[config.mk]
export PLATFORM = sky130hd
export DESIGN_NAME = scwp_top
export DESIGN_NICKNAME = d
export VERILOG_FILES = /design/src/design/scwp_pkg.sv /design/src/design/scwp_regmem.sv /design/src/design/scwp_top.sv
export SDC_FILE = /design/constraint.sdc
export NUM_CORES = 2
export LEC_CHECK = 0
export BUFFER_PORTS_ARGS = -buffer_cell sky130_fd_sc_hd__buf_2
export CAP_MARGIN = 20
export CELL_PAD_IN_SITES_DETAIL_PLACEMENT = 1
export CELL_PAD_IN_SITES_GLOBAL_PLACEMENT = 1
export CORE_ASPECT_RATIO = 0.75
export CORE_MARGIN = 2
export CORE_UTILIZATION = 48
export CTS_CLUSTER_DIAMETER = 30
export DETAILED_ROUTE_END_ITERATION = 10
export PLACE_DENSITY_LB_ADDON = 0.1
export SLEW_MARGIN = 30
export SYNTH_ARGS = -nofsm -noshare
export SYNTH_HDL_FRONTEND = slang
export SYNTH_SLANG_ARGS = --single-unit
[constraint.sdc]
create_clock -name ref_clk -period 8.3 [get_ports ref_clk]
set_input_delay 2.49 -clock ref_clk [delete_from_list [all_inputs] [get_ports ref_clk]]
set_output_delay 2.49 -clock ref_clk [all_outputs]
set_load 0.01 [all_outputs]
[src/design/scwp_pkg.sv]
// Constants, field layout and state types of the strap and serial port
package scwp_pkg;
    // Clock and strap window timing
    localparam int CLK_PERIOD_NS = 25;
    localparam int STRAP_MIN_NS  = 9400;
    localparam int STRAP_MAX_NS  = 25600;
    localparam int STRAP_CYC_I   =
        (STRAP_MIN_NS + CLK_PERIOD_NS - 1) / CLK_PERIOD_NS;
    localparam int STRAP_MAX_CYC = STRAP_MAX_NS / CLK_PERIOD_NS;
    localparam int HOLD_W        = 11;
    localparam logic [HOLD_W-1:0] STRAP_LAST =
        HOLD_W'(STRAP_CYC_I - 1);

    // Serial word layout
    localparam int ADDR_W    = 7;
    localparam int DATA_W    = 8;
    localparam int WORD_W    = 16;
    localparam int DEPTH     = 128;
    localparam int DIR_BIT   = 15;
    localparam int IDX_LSB   = 8;
    localparam int CMD_DIR   = 7;
    localparam logic [4:0] CNT_CMD  = 5'h08;
    localparam logic [4:0] CNT_FULL = 5'h10;

    // Register indices
    localparam logic [ADDR_W-1:0] IDX_RESET = 7'h00;
    localparam logic [ADDR_W-1:0] IDX_POWER = 7'h1E;

    // Power control fields and defaults
    localparam int SYNTH_BIT = 0;
    localparam int RX_BIT    = 1;
    localparam int TX_BIT    = 2;
    localparam int OSC_BIT   = 3;
    localparam int AIF_BIT   = 4;
    localparam int HIGHZ_BIT = 5;
    localparam logic [DATA_W-1:0] PWR_SW_RST = 8'h07;
    localparam logic [DATA_W-1:0] PWR_HW_RST = 8'h00;
    localparam logic [DATA_W-1:0] PWR_MASK   = 8'h3F;
    localparam logic [DATA_W-1:0] MEM_RST    = 8'h00;

    // Synchroniser vector lanes
    localparam int PIN_N    = 5;
    localparam int PIN_SCLK = 0;
    localparam int PIN_SDI  = 1;
    localparam int PIN_SDO  = 2;
    localparam int PIN_CSN  = 3;
    localparam int PIN_GPO  = 4;

    typedef enum logic {CFG_HOLD, CFG_RUN} scwp_cfg_t;
    typedef enum logic [1:0] {SER_SHIFT, SER_FETCH, SER_SEND} scwp_ser_t;
endpackage

[src/design/scwp_regmem.sv]
// Register storage: 128 bytes with per-word default tracking
module scwp_regmem
    import scwp_pkg::*;
(
    input  wire logic                      ref_clk,
    input  wire logic                      sys_rst,
    input  wire logic                      wr_en,
    input  wire logic [scwp_pkg::ADDR_W-1:0] wr_addr,
    input  wire logic [scwp_pkg::DATA_W-1:0] wr_data,
    input  wire logic                      clear_all,
    input  wire logic [scwp_pkg::ADDR_W-1:0] rd_addr,
    output logic      [scwp_pkg::DATA_W-1:0] rd_data_r
);
    logic [DATA_W-1:0] mem [DEPTH];
    logic [DEPTH-1:0]  valid_r;
    logic [DEPTH-1:0]  valid_nxt;
    logic [DATA_W-1:0] rd_data_nxt;

    // A valid bit per word lets a clear act in one cycle
    always_comb begin
        valid_nxt = valid_r;
        if (clear_all) begin
            valid_nxt = '0;
        end else if (wr_en) begin
            valid_nxt[wr_addr] = 1'b1;
        end
        rd_data_nxt = valid_r[rd_addr] ? mem[rd_addr] : MEM_RST;
    end

    always_ff @(posedge ref_clk or posedge sys_rst) begin
        if (sys_rst) begin
            valid_r   <= '0;
            rd_data_r <= MEM_RST;
        end else begin
            valid_r   <= valid_nxt;
            rd_data_r <= rd_data_nxt;
        end
    end

    // Array itself needs no reset, the valid bits mask it
    always_ff @(posedge ref_clk) begin
        if (wr_en && !clear_all) begin
            mem[wr_addr] <= wr_data;
        end
    end
endmodule

[src/design/scwp_top.sv]
// Strap sampling, power control and 3-wire serial register port
// Operation
// - Configuration chosen from five pins at reset
// - Pins stay inputs 9.4us, then sampled
// - Data strap low hardware, high software
// - Software mode: output zero low 2-wire, high 3-wire
// - Software start: synth, rx, tx powered down
// - Hardware start: all functions powered up
// - Power bits 0..2 disable synth, rx, tx
// - Bits 3,4 power down oscillator, audio port
// - Bit 5 puts all outputs high-Z
// - Data sampled on rising serial clock
// - Word committed on chip select rising edge
// - Direction flag: 0 write, 1 read
// - Write carries 7-bit index, 8-bit data
// - Reads add serial data out wire
// - Hardware mode audio format from straps
// - 3-wire software mode: data out high-Z unless select low
// - Write to index zero restores defaults
module scwp_top
    import scwp_pkg::*;
(
    input  wire logic       ref_clk,
    input  wire logic       sys_rst,
    input  wire logic       serial_clock,
    input  wire logic       serial_data_in,
    input  wire logic       chip_select_n,
    input  wire logic       serial_data_out_in,
    output logic            serial_data_out_drv_r,
    output logic            serial_data_out_oe_n_r,
    input  wire logic       general_output_zero_in,
    output logic            general_output_zero_drv_r,
    output logic            general_output_zero_oe_n_r,
    input  wire logic [1:0] gpo_value,
    output logic            config_done_r,
    output logic            control_mode_hw_r,
    output logic            serial_if_3wire_r,
    output logic            device_addr_sel_r,
    output logic            audio_if_master_select_r,
    output logic [1:0]      audio_if_format_strap_r,
    output logic            transmit_source_select_r,
    output logic            synth_disable_r,
    output logic            receiver_disable_r,
    output logic            transmitter_disable_r,
    output logic            oscillator_disable_r,
    output logic            audio_port_disable_r,
    output logic            outputs_high_z_r
);
    // Defaults of the power register for the sampled mode
    // Software start keeps synth, receiver and transmitter off
    function automatic logic [DATA_W-1:0] pwr_default(input logic hw);
        pwr_default = hw ? PWR_HW_RST : PWR_SW_RST;
    endfunction

    // Data-out pin is a plain output outside 3-wire software use
    function automatic logic pin_is_gpo(input logic hw, input logic w3);
        pin_is_gpo = hw | ~w3;
    endfunction

    // Pin synchronisers; stage one feeds stage two only
    // Reset clears both stages; false rises after release land in the
    // strap window, while the port is still off
    logic [PIN_N-1:0] meta_r;
    logic [PIN_N-1:0] pin_r;
    logic [PIN_N-1:0] pin_d_r;
    logic [PIN_N-1:0] pin_raw;

    assign pin_raw = {general_output_zero_in, chip_select_n,
                      serial_data_out_in, serial_data_in, serial_clock};

    always_ff @(posedge ref_clk or posedge sys_rst) begin
        if (sys_rst) begin
            meta_r  <= '0;
            pin_r   <= '0;
            pin_d_r <= '0;
        end else begin
            meta_r  <= pin_raw;
            pin_r   <= meta_r;
            pin_d_r <= pin_r;
        end
    end

    // Edges seen on the second stage and its delayed copy
    // A held-low select never rises, so a word waits for its release
    logic sclk_rise;
    logic cs_rise;
    assign sclk_rise = pin_r[PIN_SCLK] & ~pin_d_r[PIN_SCLK];
    assign cs_rise   = pin_r[PIN_CSN] & ~pin_d_r[PIN_CSN];

    // Configuration state
    scwp_cfg_t         cfg_r, cfg_nxt;
    logic [HOLD_W-1:0] hold_r, hold_nxt;
    logic              strap_take;
    logic              hw_nxt, w3_nxt, dsel_nxt, ms_nxt, tx_nxt;
    logic [1:0]        fmt_nxt;
    logic [DATA_W-1:0] pwr_r, pwr_nxt;

    // Serial engine state
    scwp_ser_t         ser_r, ser_nxt;
    logic [WORD_W-1:0] sh_r, sh_nxt;
    logic [4:0]        cnt_r, cnt_nxt;
    logic [DATA_W-1:0] out_r, out_nxt;
    logic              sdo_nxt, sdo_oe_nxt, gpo_nxt, gpo_oe_nxt;

    // Memory port
    logic              mem_we, mem_clr;
    logic [DATA_W-1:0] mem_rdata;
    logic              port_on;
    logic [ADDR_W-1:0] wr_idx;

    // Hardware and 2-wire modes leave this port idle
    assign port_on = (cfg_r == CFG_RUN) & ~control_mode_hw_r
                     & serial_if_3wire_r;
    assign wr_idx  = sh_r[WORD_W-1-1:IDX_LSB];

    // The one cycle in which every strap is captured
    assign strap_take = (cfg_r == CFG_HOLD) && (hold_r == STRAP_LAST);

    // Strap window: count, then capture all straps at once
    always_comb begin
        cfg_nxt  = cfg_r;
        hold_nxt = hold_r;
        hw_nxt   = control_mode_hw_r;
        w3_nxt   = serial_if_3wire_r;
        dsel_nxt = device_addr_sel_r;
        ms_nxt   = audio_if_master_select_r;
        fmt_nxt  = audio_if_format_strap_r;
        tx_nxt   = transmit_source_select_r;
        unique case (cfg_r)
            CFG_HOLD: begin
                hold_nxt = hold_r + HOLD_W'(1);
                if (strap_take) begin
                    cfg_nxt  = CFG_RUN;
                    hw_nxt   = ~pin_r[PIN_SDI];
                    w3_nxt   = pin_r[PIN_GPO];
                    dsel_nxt = pin_r[PIN_CSN];
                    ms_nxt   = pin_r[PIN_SCLK];
                    fmt_nxt  = {pin_r[PIN_GPO], pin_r[PIN_SDO]};
                    tx_nxt   = pin_r[PIN_CSN];
                end
            end
            CFG_RUN: begin
                hold_nxt = hold_r;
            end
        endcase
    end

    // Shift, read-back and commit of serial words
    // Reads start only if select is low when the index completes;
    // bits past the sixteenth keep shifting and the last sixteen count
    always_comb begin
        ser_nxt = ser_r;
        sh_nxt  = sh_r;
        cnt_nxt = cnt_r;
        out_nxt = out_r;
        sdo_nxt = serial_data_out_drv_r;
        mem_we  = 1'b0;
        mem_clr = 1'b0;
        pwr_nxt = pwr_r;
        if (strap_take) begin
            pwr_nxt = pwr_default(~pin_r[PIN_SDI]);
        end
        if (port_on) begin
            unique case (ser_r)
                SER_SHIFT: begin
                    if (sclk_rise) begin
                        // MSB first: flag, index, data
                        sh_nxt = {sh_r[WORD_W-2:0], pin_r[PIN_SDI]};
                        if (cnt_r != CNT_FULL) begin
                            cnt_nxt = cnt_r + 5'h01;
                        end
                        if (cnt_r + 5'h01 == CNT_CMD && sh_r[CMD_DIR-1]
                            && !pin_r[PIN_CSN]) begin
                            ser_nxt = SER_FETCH;
                        end
                    end
                end
                SER_FETCH: begin
                    // Memory answered the index captured last cycle
                    out_nxt = (sh_r[ADDR_W-1:0] == IDX_POWER)
                              ? (pwr_r & PWR_MASK) : mem_rdata;
                    sdo_nxt = out_nxt[DATA_W-1];
                    ser_nxt = SER_SEND;
                end
                SER_SEND: begin
                    if (sclk_rise) begin
                        out_nxt = {out_r[DATA_W-2:0], 1'b0};
                        sdo_nxt = out_r[DATA_W-2];
                    end
                end
                default: begin
                    ser_nxt = SER_SHIFT;
                end
            endcase
            if (cs_rise) begin
                // Latch is on the select edge, not the 16th clock
                if (ser_r == SER_SHIFT && cnt_r == CNT_FULL
                    && !sh_r[DIR_BIT]) begin
                    // Index zero clears storage and restores power defaults
                    if (wr_idx == IDX_RESET) begin
                        mem_clr = 1'b1;
                        pwr_nxt = pwr_default(1'b0);
                    end else if (wr_idx == IDX_POWER) begin
                        pwr_nxt = sh_r[DATA_W-1:0] & PWR_MASK;
                    end else begin
                        mem_we = 1'b1;
                    end
                end
                ser_nxt = SER_SHIFT;
                cnt_nxt = '0;
            end
        end
        // Outside the port the pin shows a status level
        if (pin_is_gpo(control_mode_hw_r, serial_if_3wire_r)) begin
            sdo_nxt = gpo_value[1];
        end
    end

    // Pin drivers; enables are low while driving
    // Both enables stay high until the straps are taken
    always_comb begin
        sdo_oe_nxt = 1'b1;
        gpo_oe_nxt = 1'b1;
        gpo_nxt    = gpo_value[0];
        if (cfg_r == CFG_RUN && !pwr_r[HIGHZ_BIT]) begin
            gpo_oe_nxt = 1'b0;
            if (pin_is_gpo(control_mode_hw_r, serial_if_3wire_r)) begin
                sdo_oe_nxt = 1'b0;
            end else begin
                sdo_oe_nxt = pin_r[PIN_CSN];
            end
        end
    end

    // Storage reads the index a cycle early, ahead of the fetch state
    scwp_regmem u_mem (
        .ref_clk   (ref_clk),
        .sys_rst   (sys_rst),
        .wr_en     (mem_we),
        .wr_addr   (wr_idx),
        .wr_data   (sh_r[DATA_W-1:0]),
        .clear_all (mem_clr),
        .rd_addr   (sh_nxt[ADDR_W-1:0]),
        .rd_data_r (mem_rdata)
    );

    // Register all state and every top-level output
    // Power outputs use the next value so they match the register
    always_ff @(posedge ref_clk or posedge sys_rst) begin
        if (sys_rst) begin
            cfg_r                      <= CFG_HOLD;
            hold_r                     <= '0;
            control_mode_hw_r          <= 1'b0;
            serial_if_3wire_r          <= 1'b0;
            device_addr_sel_r          <= 1'b0;
            audio_if_master_select_r   <= 1'b0;
            audio_if_format_strap_r    <= 2'h0;
            transmit_source_select_r   <= 1'b0;
            config_done_r              <= 1'b0;
            pwr_r                      <= PWR_SW_RST;
            ser_r                      <= SER_SHIFT;
            sh_r                       <= '0;
            cnt_r                      <= '0;
            out_r                      <= '0;
            serial_data_out_drv_r      <= 1'b0;
            serial_data_out_oe_n_r     <= 1'b1;
            general_output_zero_drv_r  <= 1'b0;
            general_output_zero_oe_n_r <= 1'b1;
            synth_disable_r            <= 1'b1;
            receiver_disable_r         <= 1'b1;
            transmitter_disable_r      <= 1'b1;
            oscillator_disable_r       <= 1'b0;
            audio_port_disable_r       <= 1'b0;
            outputs_high_z_r           <= 1'b0;
        end else begin
            cfg_r                      <= cfg_nxt;
            hold_r                     <= hold_nxt;
            control_mode_hw_r          <= hw_nxt;
            serial_if_3wire_r          <= w3_nxt;
            device_addr_sel_r          <= dsel_nxt;
            audio_if_master_select_r   <= ms_nxt;
            audio_if_format_strap_r    <= fmt_nxt;
            transmit_source_select_r   <= tx_nxt;
            config_done_r              <= (cfg_nxt == CFG_RUN);
            pwr_r                      <= pwr_nxt;
            ser_r                      <= ser_nxt;
            sh_r                       <= sh_nxt;
            cnt_r                      <= cnt_nxt;
            out_r                      <= out_nxt;
            serial_data_out_drv_r      <= sdo_nxt;
            serial_data_out_oe_n_r     <= sdo_oe_nxt;
            general_output_zero_drv_r  <= gpo_nxt;
            general_output_zero_oe_n_r <= gpo_oe_nxt;
            synth_disable_r            <= pwr_nxt[SYNTH_BIT];
            receiver_disable_r         <= pwr_nxt[RX_BIT];
            transmitter_disable_r      <= pwr_nxt[TX_BIT];
            oscillator_disable_r       <= pwr_nxt[OSC_BIT];
            audio_port_disable_r       <= pwr_nxt[AIF_BIT];
            outputs_high_z_r           <= pwr_nxt[HIGHZ_BIT];
        end
    end
endmodule

======== Word level (Yosys, flattened, before mapping) ========
Memories as Yosys holds them, arrays and structs flattened.
Index checks and enable logic that the tools add are counted.
Widths: inputs -> output; s select.
word-level totals
  bits in writable memories ............... 1024
  word-level logic and storage cells ...... 135
  flip-flop bits (word level) ............. 216
  memories kept ........................... 1
  input port bits ......................... 9
memories
  name       depth  bits a word  read ports  clocked after Yosys merged registers in  wr ports  RTL line           RTL
  u_mem.mem  128    8            1           0                                        1         scwp_regmem.sv:14  logic [DATA_W-1:0] mem [DEPTH];
cells by class
  eq/ne operators ......................... 13
  reduce and logical (&&, ||, !) cells .... 27
  bitwise logic cells ..................... 12
  $add $sub $neg .......................... 2
  multiplexer cells ....................... 49
  $lt $le $gt $ge ......................... 3
operators with widths
  kind                   number
  $mux 128               2
  $or 128x128->128       1
  $mux 8                 8
  $mux 7                 4
  $mux 1                 21
  $mux 5                 4
  $lt 7x8->1 const B     2
  $eq 7x5->1 const B     2
  $pmux 7 s2             1
  $reduce_bool 2->1      6
  $add 11x1->11 const B  1
  $eq 11x9->1 const B    1
  $mux 11                1
  $ne 3x3->1 const B     3
  $reduce_and 3->1       3
  $logic_and 1x1->1      8
  $reduce_and 4->1       2
  $bmux 1 s7             1
  $demux 1 s7            1
  $ge 7x1->1 const B     1
  $logic_not 7->1        1
  $mux 2                 3
  $not 1->1              6
  $pmux 2 s3             1
  other kinds (15)       22

======== Longest topological paths before layout ========
  depth after elaboration ................. 10
  depth in mapped cells ................... 14
  depth with buffers taken out ............ 10

======== Cells and area by module ========
A second synthesis with hierarchy kept.
unflattened totals
  cells, all modules ...................... 2704
  area total of the unflattened synthesis .. 48998.2 um2
modules (own cells, without submodules)
  module       sequential area each (um2)  cells an instance  area each (um2)  times used
  scwp_regmem  34152.8                     2446               45927.8          1
  scwp_top     1732.9                      258                3070.4           1

======== Least setup slack after synthesis ========
OpenSTA, ideal clock, no wires.
  path type ............................... register to register
  from .................................... reg sh_r[1]
  to ...................................... reg u_mem.rd_data_r[6] (netlist name)
  arrival ................................. 4.528 ns
  stages on the path, launching flop included .. 14
  data required time ...................... 8.178 ns
  setup slack ............................. 3.650 ns
  period minus slack after synthesis ...... 4.650 ns
  library setup time ...................... 0.122 ns
  cell sequence ........................... dfrtp_1 clkinv_1 a21oi_2 nor2_4 inv_2 buf_2 buf_2 buf_2 buf_2 o31ai_1 nand3_1 nand3_1 a32o_1 a32o_1
on the way
  longest elaborated chain between the ends .. 6
  elaborated cells between the ends (all ways) .. 7
ends and longest elaborated chain
  element                       RTL line           RTL
  from (decl)                   scwp_top.sv:100    logic [WORD_W-1:0] sh_r, sh_nxt;
  from (signal assigned)        scwp_top.sv:287    sh_r <= sh_nxt;
  $mux 7                        scwp_top.sv:166    if (sclk_rise) begin
  $mux 7                        scwp_top.sv:164    unique case (ser_r)
  $mux 7 (*)                    scwp_top.sv:163    if (port_on) begin
  via sh_nxt[1]                 scwp_top.sv:100
  $bmux 1 s7                    scwp_regmem.sv:27  rd_data_nxt = valid_r[rd_addr] ? mem[rd_addr] : MEM_RST;
  $mux 1 (implied by the code)  scwp_regmem.sv:27
  $mux 8 (*)                    scwp_regmem.sv:27
  via u_mem.rd_data_nxt[6]      scwp_regmem.sv:17  logic [DATA_W-1:0] rd_data_nxt;
  to (signal assigned)          scwp_regmem.sv:36  rd_data_r <= rd_data_nxt;
  to (decl)                     scwp_regmem.sv:12  output logic [scwp_pkg::DATA_W-1:0] rd_data_r
Mark *: on every way through the listed nets, which the timed path passes. The rest lies on a longest branch. The select of a mux whose other input is x is not followed.
A chain may end at the register's enable or synchronous reset.

======== Final worst setup path ========
  from .................................... reg ser_r[1]
  to ...................................... reg u_mem.rd_data_r[2] (netlist name)
on the way
  longest elaborated chain between the ends .. 6
  elaborated cells between the ends (all ways) .. 7
ends and longest elaborated chain
  element                       RTL line           RTL
  from (decl)                   scwp_top.sv:99     scwp_ser_t ser_r, ser_nxt;
  from (signal assigned)        scwp_top.sv:286    ser_r <= ser_nxt;
  $logic_not 2->1 (*)           scwp_top.sv:164
  $mux 7 (*)                    scwp_top.sv:164
  $mux 7 (*)                    scwp_top.sv:163
  $bmux 1 s7                    scwp_regmem.sv:27
  $mux 1 (implied by the code)  scwp_regmem.sv:27
  $mux 8 (*)                    scwp_regmem.sv:27
  via u_mem.rd_data_nxt[2]      scwp_regmem.sv:17
Marks and branches as above.

==> impl.org <==
** Timing
- Final Hold Viols :: 0
- Worst hold-check slack :: approximately 350 ps
- For the final routed database, the setup TNS stands at 0 ps.
- Setup violations remaining at the end of the flow were counted as 0.
- Part of the cycle the worst path needs :: 74.0%
- Clock skew on the completed layout was measured at 45.0 ps.
- Counting I/O delays and the setup requirement, the final critical path takes ~6100 ps.
- Setup repair after global routing left no endpoint under its margin.
- Timing would allow up to around 0.16 GHz.
- The worst pin sits at a relative slew slack of 19.0%.
- The number of pins with negative max-slew slack in the final report is 0.
- At the pin with the least slew margin, the transition time is roughly 1200 ps.

** Die
- Die Area :: approximately 110000 um^2
- From bottom edge to top edge, the die measures 290 um.
- For this configuration, the core starts out at a cell density of 48.5%.
- Area inside the core boundary :: ~110000 um^2
- Number of placement rows :: 104
- I/O Pins :: 27
- Width of the die :: 385 um

** Worst setup path
- Cell family contributing the most delay on the critical path :: buffers and inverters
- Worst Path Required :: 9080 ps
- Critical path's largest stage delay :: 950 ps
- Setup slack on the worst reg-to-reg path comes out at 2160 ps.
- The worst setup path is captured at a register.
- Worst setup path category :: reg -> reg
- End of the worst register-to-register path :: u_mem.rd_data_r[2]
- Maximum fanout encountered on the critical timing path :: 80
- Cell mode on critical path :: sky130_fd_sc_hd__buf_4
- The startpoint identified for the worst register-to-register timing path is ser_r[1].
- Data arrival time of the critical path :: 6920 ps
- Tracing the worst setup path back leads to its startpoint at ser_r[1].
- Measured in cells, the most critical reg-to-reg path has a length of 15.
- STA classifies the critical path startpoint as a register.
- The critical path crosses 15 cells after its start point.
- End of the critical path :: u_mem.rd_data_r[2]
- Slowest CP cell :: sky130_fd_sc_hd__nor4_1
- Cell-by-cell trace of the critical path :: nor4b_4 > buf_4 > and2_1 > buf_4 > nor2_4 > buf_4 > inv_6 > buf_4 > buf_4 > a211oi_1 > a211oi_1 > a22o_1 > nor4_1 > nor4_1 > a22o_1
- The critical path contains buffers and inverters numbering 6 combined.

** Yosys
- Total of warnings raised by yosys :: 0
- Number of enable flip-flop cells after synthesis :: 1024
- After technology mapping, the gate count stands at about 3700.
- Synthesized-area fraction occupied by and/or/nand/nor cells :: 9.05%
- FFs w/ async S/R, synth :: 16.7%
- Synthesis-stage register bit count :: ~1200
- Synth Flop Type :: sky130_fd_sc_hd__edfxtp_1
- Complex-gate fraction of the synthesized area :: 13.0%
- Unique cell type count in the Yosys netlist :: 96
- The average instance in the mapped netlist occupies ~14 um^2.
- The synthesized netlist occupies a cell area of 52200 um^2.
- Post-synthesis mux area share :: 6.39%
- Adder and majority gate portion of the synthesized area :: 0.0959%
- The share of the Yosys chip area taken by registers is between 60% and 70%.
- Main combinational cell family by area after synthesis :: compound AO/OA/AOI/OAI gates
- Summing the areas of all xor and xnor instances in the mapped netlist gives less than 1% of the synthesized area.

** CTS
- Post-CTS timing repair inserted 0 buffers for setup.
- Hold-fix buffers, CTS :: 0
- Library cell used as clock root buffer :: sky130_fd_sc_hd__clkbuf_16
- Clock tree synthesis inserted a total of 206 buffers.
- Number of cells upsized or downsized after cts :: 0
- CTS tree :: done
- CTS H-Tree Depth :: 4
- Maximum number of buffers from clock root to sink :: 3
- Clock transition at the registers of the reported paths :: about 50 ps
- Total number of clock tree sinks :: roughly 1200
- The later pin in the worst-skew pair is clocked with a latency of roughly 850 ps.

** Global routing
- The number of global-route vias before repair was 38000.
- Entering global routing, the biggest net connects 150 pins.
- Antenna violations before repair :: 6
- The first global-routing pass estimated 282000 um of wire.
- Global routing finished with a remaining overflow of 0.
- Global-route usage over all layers :: 35.7%

** Finish
- For this run, the number of standard cells in the final layout without fillers is about 5400.
- The top cell types in the final layout, fill and taps aside, are 1024 x sky130_fd_sc_hd__edfxtp_1, 407 x sky130_fd_sc_hd__nand2_1, 206 x sky130_fd_sc_hd__clkbuf_16.
- Compared with the post-synthesis result, the final layout area differs by 18.0%.
- Post-layout nets :: 3822
- Proportion of layout cells with a drive suffix above 1 :: about a fifth
- Most common library cell in the layout ignoring fill and taps :: sky130_fd_sc_hd__edfxtp_1

** Power
- P per Cell Area :: 253 nW/um^2
- Proportion of power drawn by combinational gates :: 0.4%
- Max rail drop VDD :: 0.000245 V
- The internal power of the cells totals 12200 uW.
- The analysis attributes to cell leakage a power of 0.0200 uW.
- The analysis attributes to net switching a power of 3380 uW.
- Power share of the sequential group :: 42.4%
- Switching share of power :: 21.6%
- The clock network is responsible for 57.2% of the overall power.

** Run
- Across the run, the number of max-cap violations was 0.

** Status
- The run finished with clean final reports.

** Hold path
- The tightest min-delay check is of the reg -> reg type.
- Hold Path Depth :: 0

** Placed design
- Global placer's final weighted congestion :: ~1
- Once detailed placement completed, the half-perimeter wirelength came to 120000 um.
- Counting tap cells, the placed design contains a total of 5031 instances.
- Port Buffer Count :: 26

** Detailed routing
- Post-route DRC :: 0
- Average routed wire per standard cell :: around 37 um
- The routed layout has 37300 vias.
- Using the TritonRoute via totals, the vias-per-cell ratio works out to about 6.9.
- In this run, the number of DRC markers left after iteration 0 of detailed routing was 5182.
- ANT nets after route :: 0
- Post-Route WL :: roughly 200000 um
- Detailed-router iteration count before antenna repair :: 5
[layer usage]
metal  GRT usage [%]  vias to the layer above  part of all wire, %
met3            12.2                      446                   13
met2            51.4                     2387                   43
li1                -                    14900                    -
met5               0                        -                0.012
met1            50.1                    19600                   40
met4            14.2                        4                  3.7
[logic make-up (layout without fill, tap and decap cells)]
kind of cell    count (synthesis)  in the layout
compound gates                953            953
xor+xnor                       10             10
fa+ha+maj                       4              4
buf+inv                       304            547
flops                        1229           1229
mux                           210            210
other cells                     1             20
simple gates                 1024           1024
[registers in the layout (all words and copies together), names as in the netlist, 5 cells and up]
signal	count
u_mem.rd_data_r	8
pin_r	5
out_r	7
u_mem.mem	1024
sh_r	16
cnt_r	5
u_mem.valid_r	128
hold_r	11
meta_r	5
pwr_r	6
[layout make-up]
type / instances / area, um^2
multi-input combinational: 2217 / 15500
tap: 1431 / 1790
antenna: 4 / 10.0
clock buffer: 237 / 5410
clock inverter: 155 / 1880
fill: 9994 / 46000
sequential: 1229 / 35900
timing repair buffer: 119 / 915
inverter: 36 / 153
[worst min path at each step]
| stage | start | endpoint | slack [ps] |
|---|---|---|---|
| 2_1_floorplan | meta_r[0] | pin_r[0] | 330 |
| 3_3_place_gp | meta_r[2] | pin_r[2] | 330 |
| 4_1_cts | meta_r[2] | pin_r[2] | 360 |
| 3_5_place_dp | meta_r[0] | pin_r[0] | 340 |
| 6_report | meta_r[2] | pin_r[2] | 350 |
| 5_1_grt | meta_r[2] | pin_r[2] | 360 |
[metrics by stage]
stage / setup slack (ps) / total power [uW] / utilization [%] / area [um^2]
finish: 2160 / 15600 / 57.2 / 61600
global route: 2180 / 15900 / 57.2 / 61600
CTS: 2460 / 15600 / 57.1 / 61400
detailed placement: 2500 / 6800 / 50.3 / 54100
global placement: 2220 / 6800 / 50.1 / 53900
floorplan: 223 / 6780 / - / 52300
[Yosys cell counts (all sizes together), types with 10 or more instances]
library cell / count / area share, %
and3: 70 / 0.84
o221ai: 63 / 1.1
buf: 137 / 1.4
nand4: 16 / 0.19
o31ai: 15 / 0.25
nor3: 49 / 0.55
clkbuf: 131 / 0.94
a21o: 119 / 1.7
nor2b: 13 / 0.16
nand3: 93 / 0.89
o22ai: 82 / 0.98
a32oi: 39 / 0.65
o22a: 43 / 0.72
dfrtp: 200 / 9.6
a221oi: 14 / 0.23
or3: 30 / 0.36
a21oi: 154 / 1.5
o21ai: 124 / 1.3
edfxtp: 1024 / 59
mux2i: 90 / 1.7
mux4: 96 / 4.1
nor2: 254 / 1.9
a31oi: 69 / 0.83
o211ai: 21 / 0.35
nand2b: 15 / 0.18
nor4: 38 / 0.46
inv: 33 / 0.24
a31o: 19 / 0.32
nand2: 413 / 3.0
mux2: 24 / 0.52
a32o: 13 / 0.25
a22oi: 17 / 0.24
o31a: 10 / 0.17
a211oi: 75 / 1.1
[power by group through the flow]
stage	Clock, uW	Sequential [uW]	Combinational (uW)
6_report	8920	6620	58.3
5_1_grt	9220	6620	63.7
4_1_cts	8960	6620	58.8
3_5_place_dp	0	6740	58.5
3_3_place_gp	0	6740	56.7
2_1_floorplan	0	6740	39.4
No activity file was read; power rests on OpenSTA's default activity.
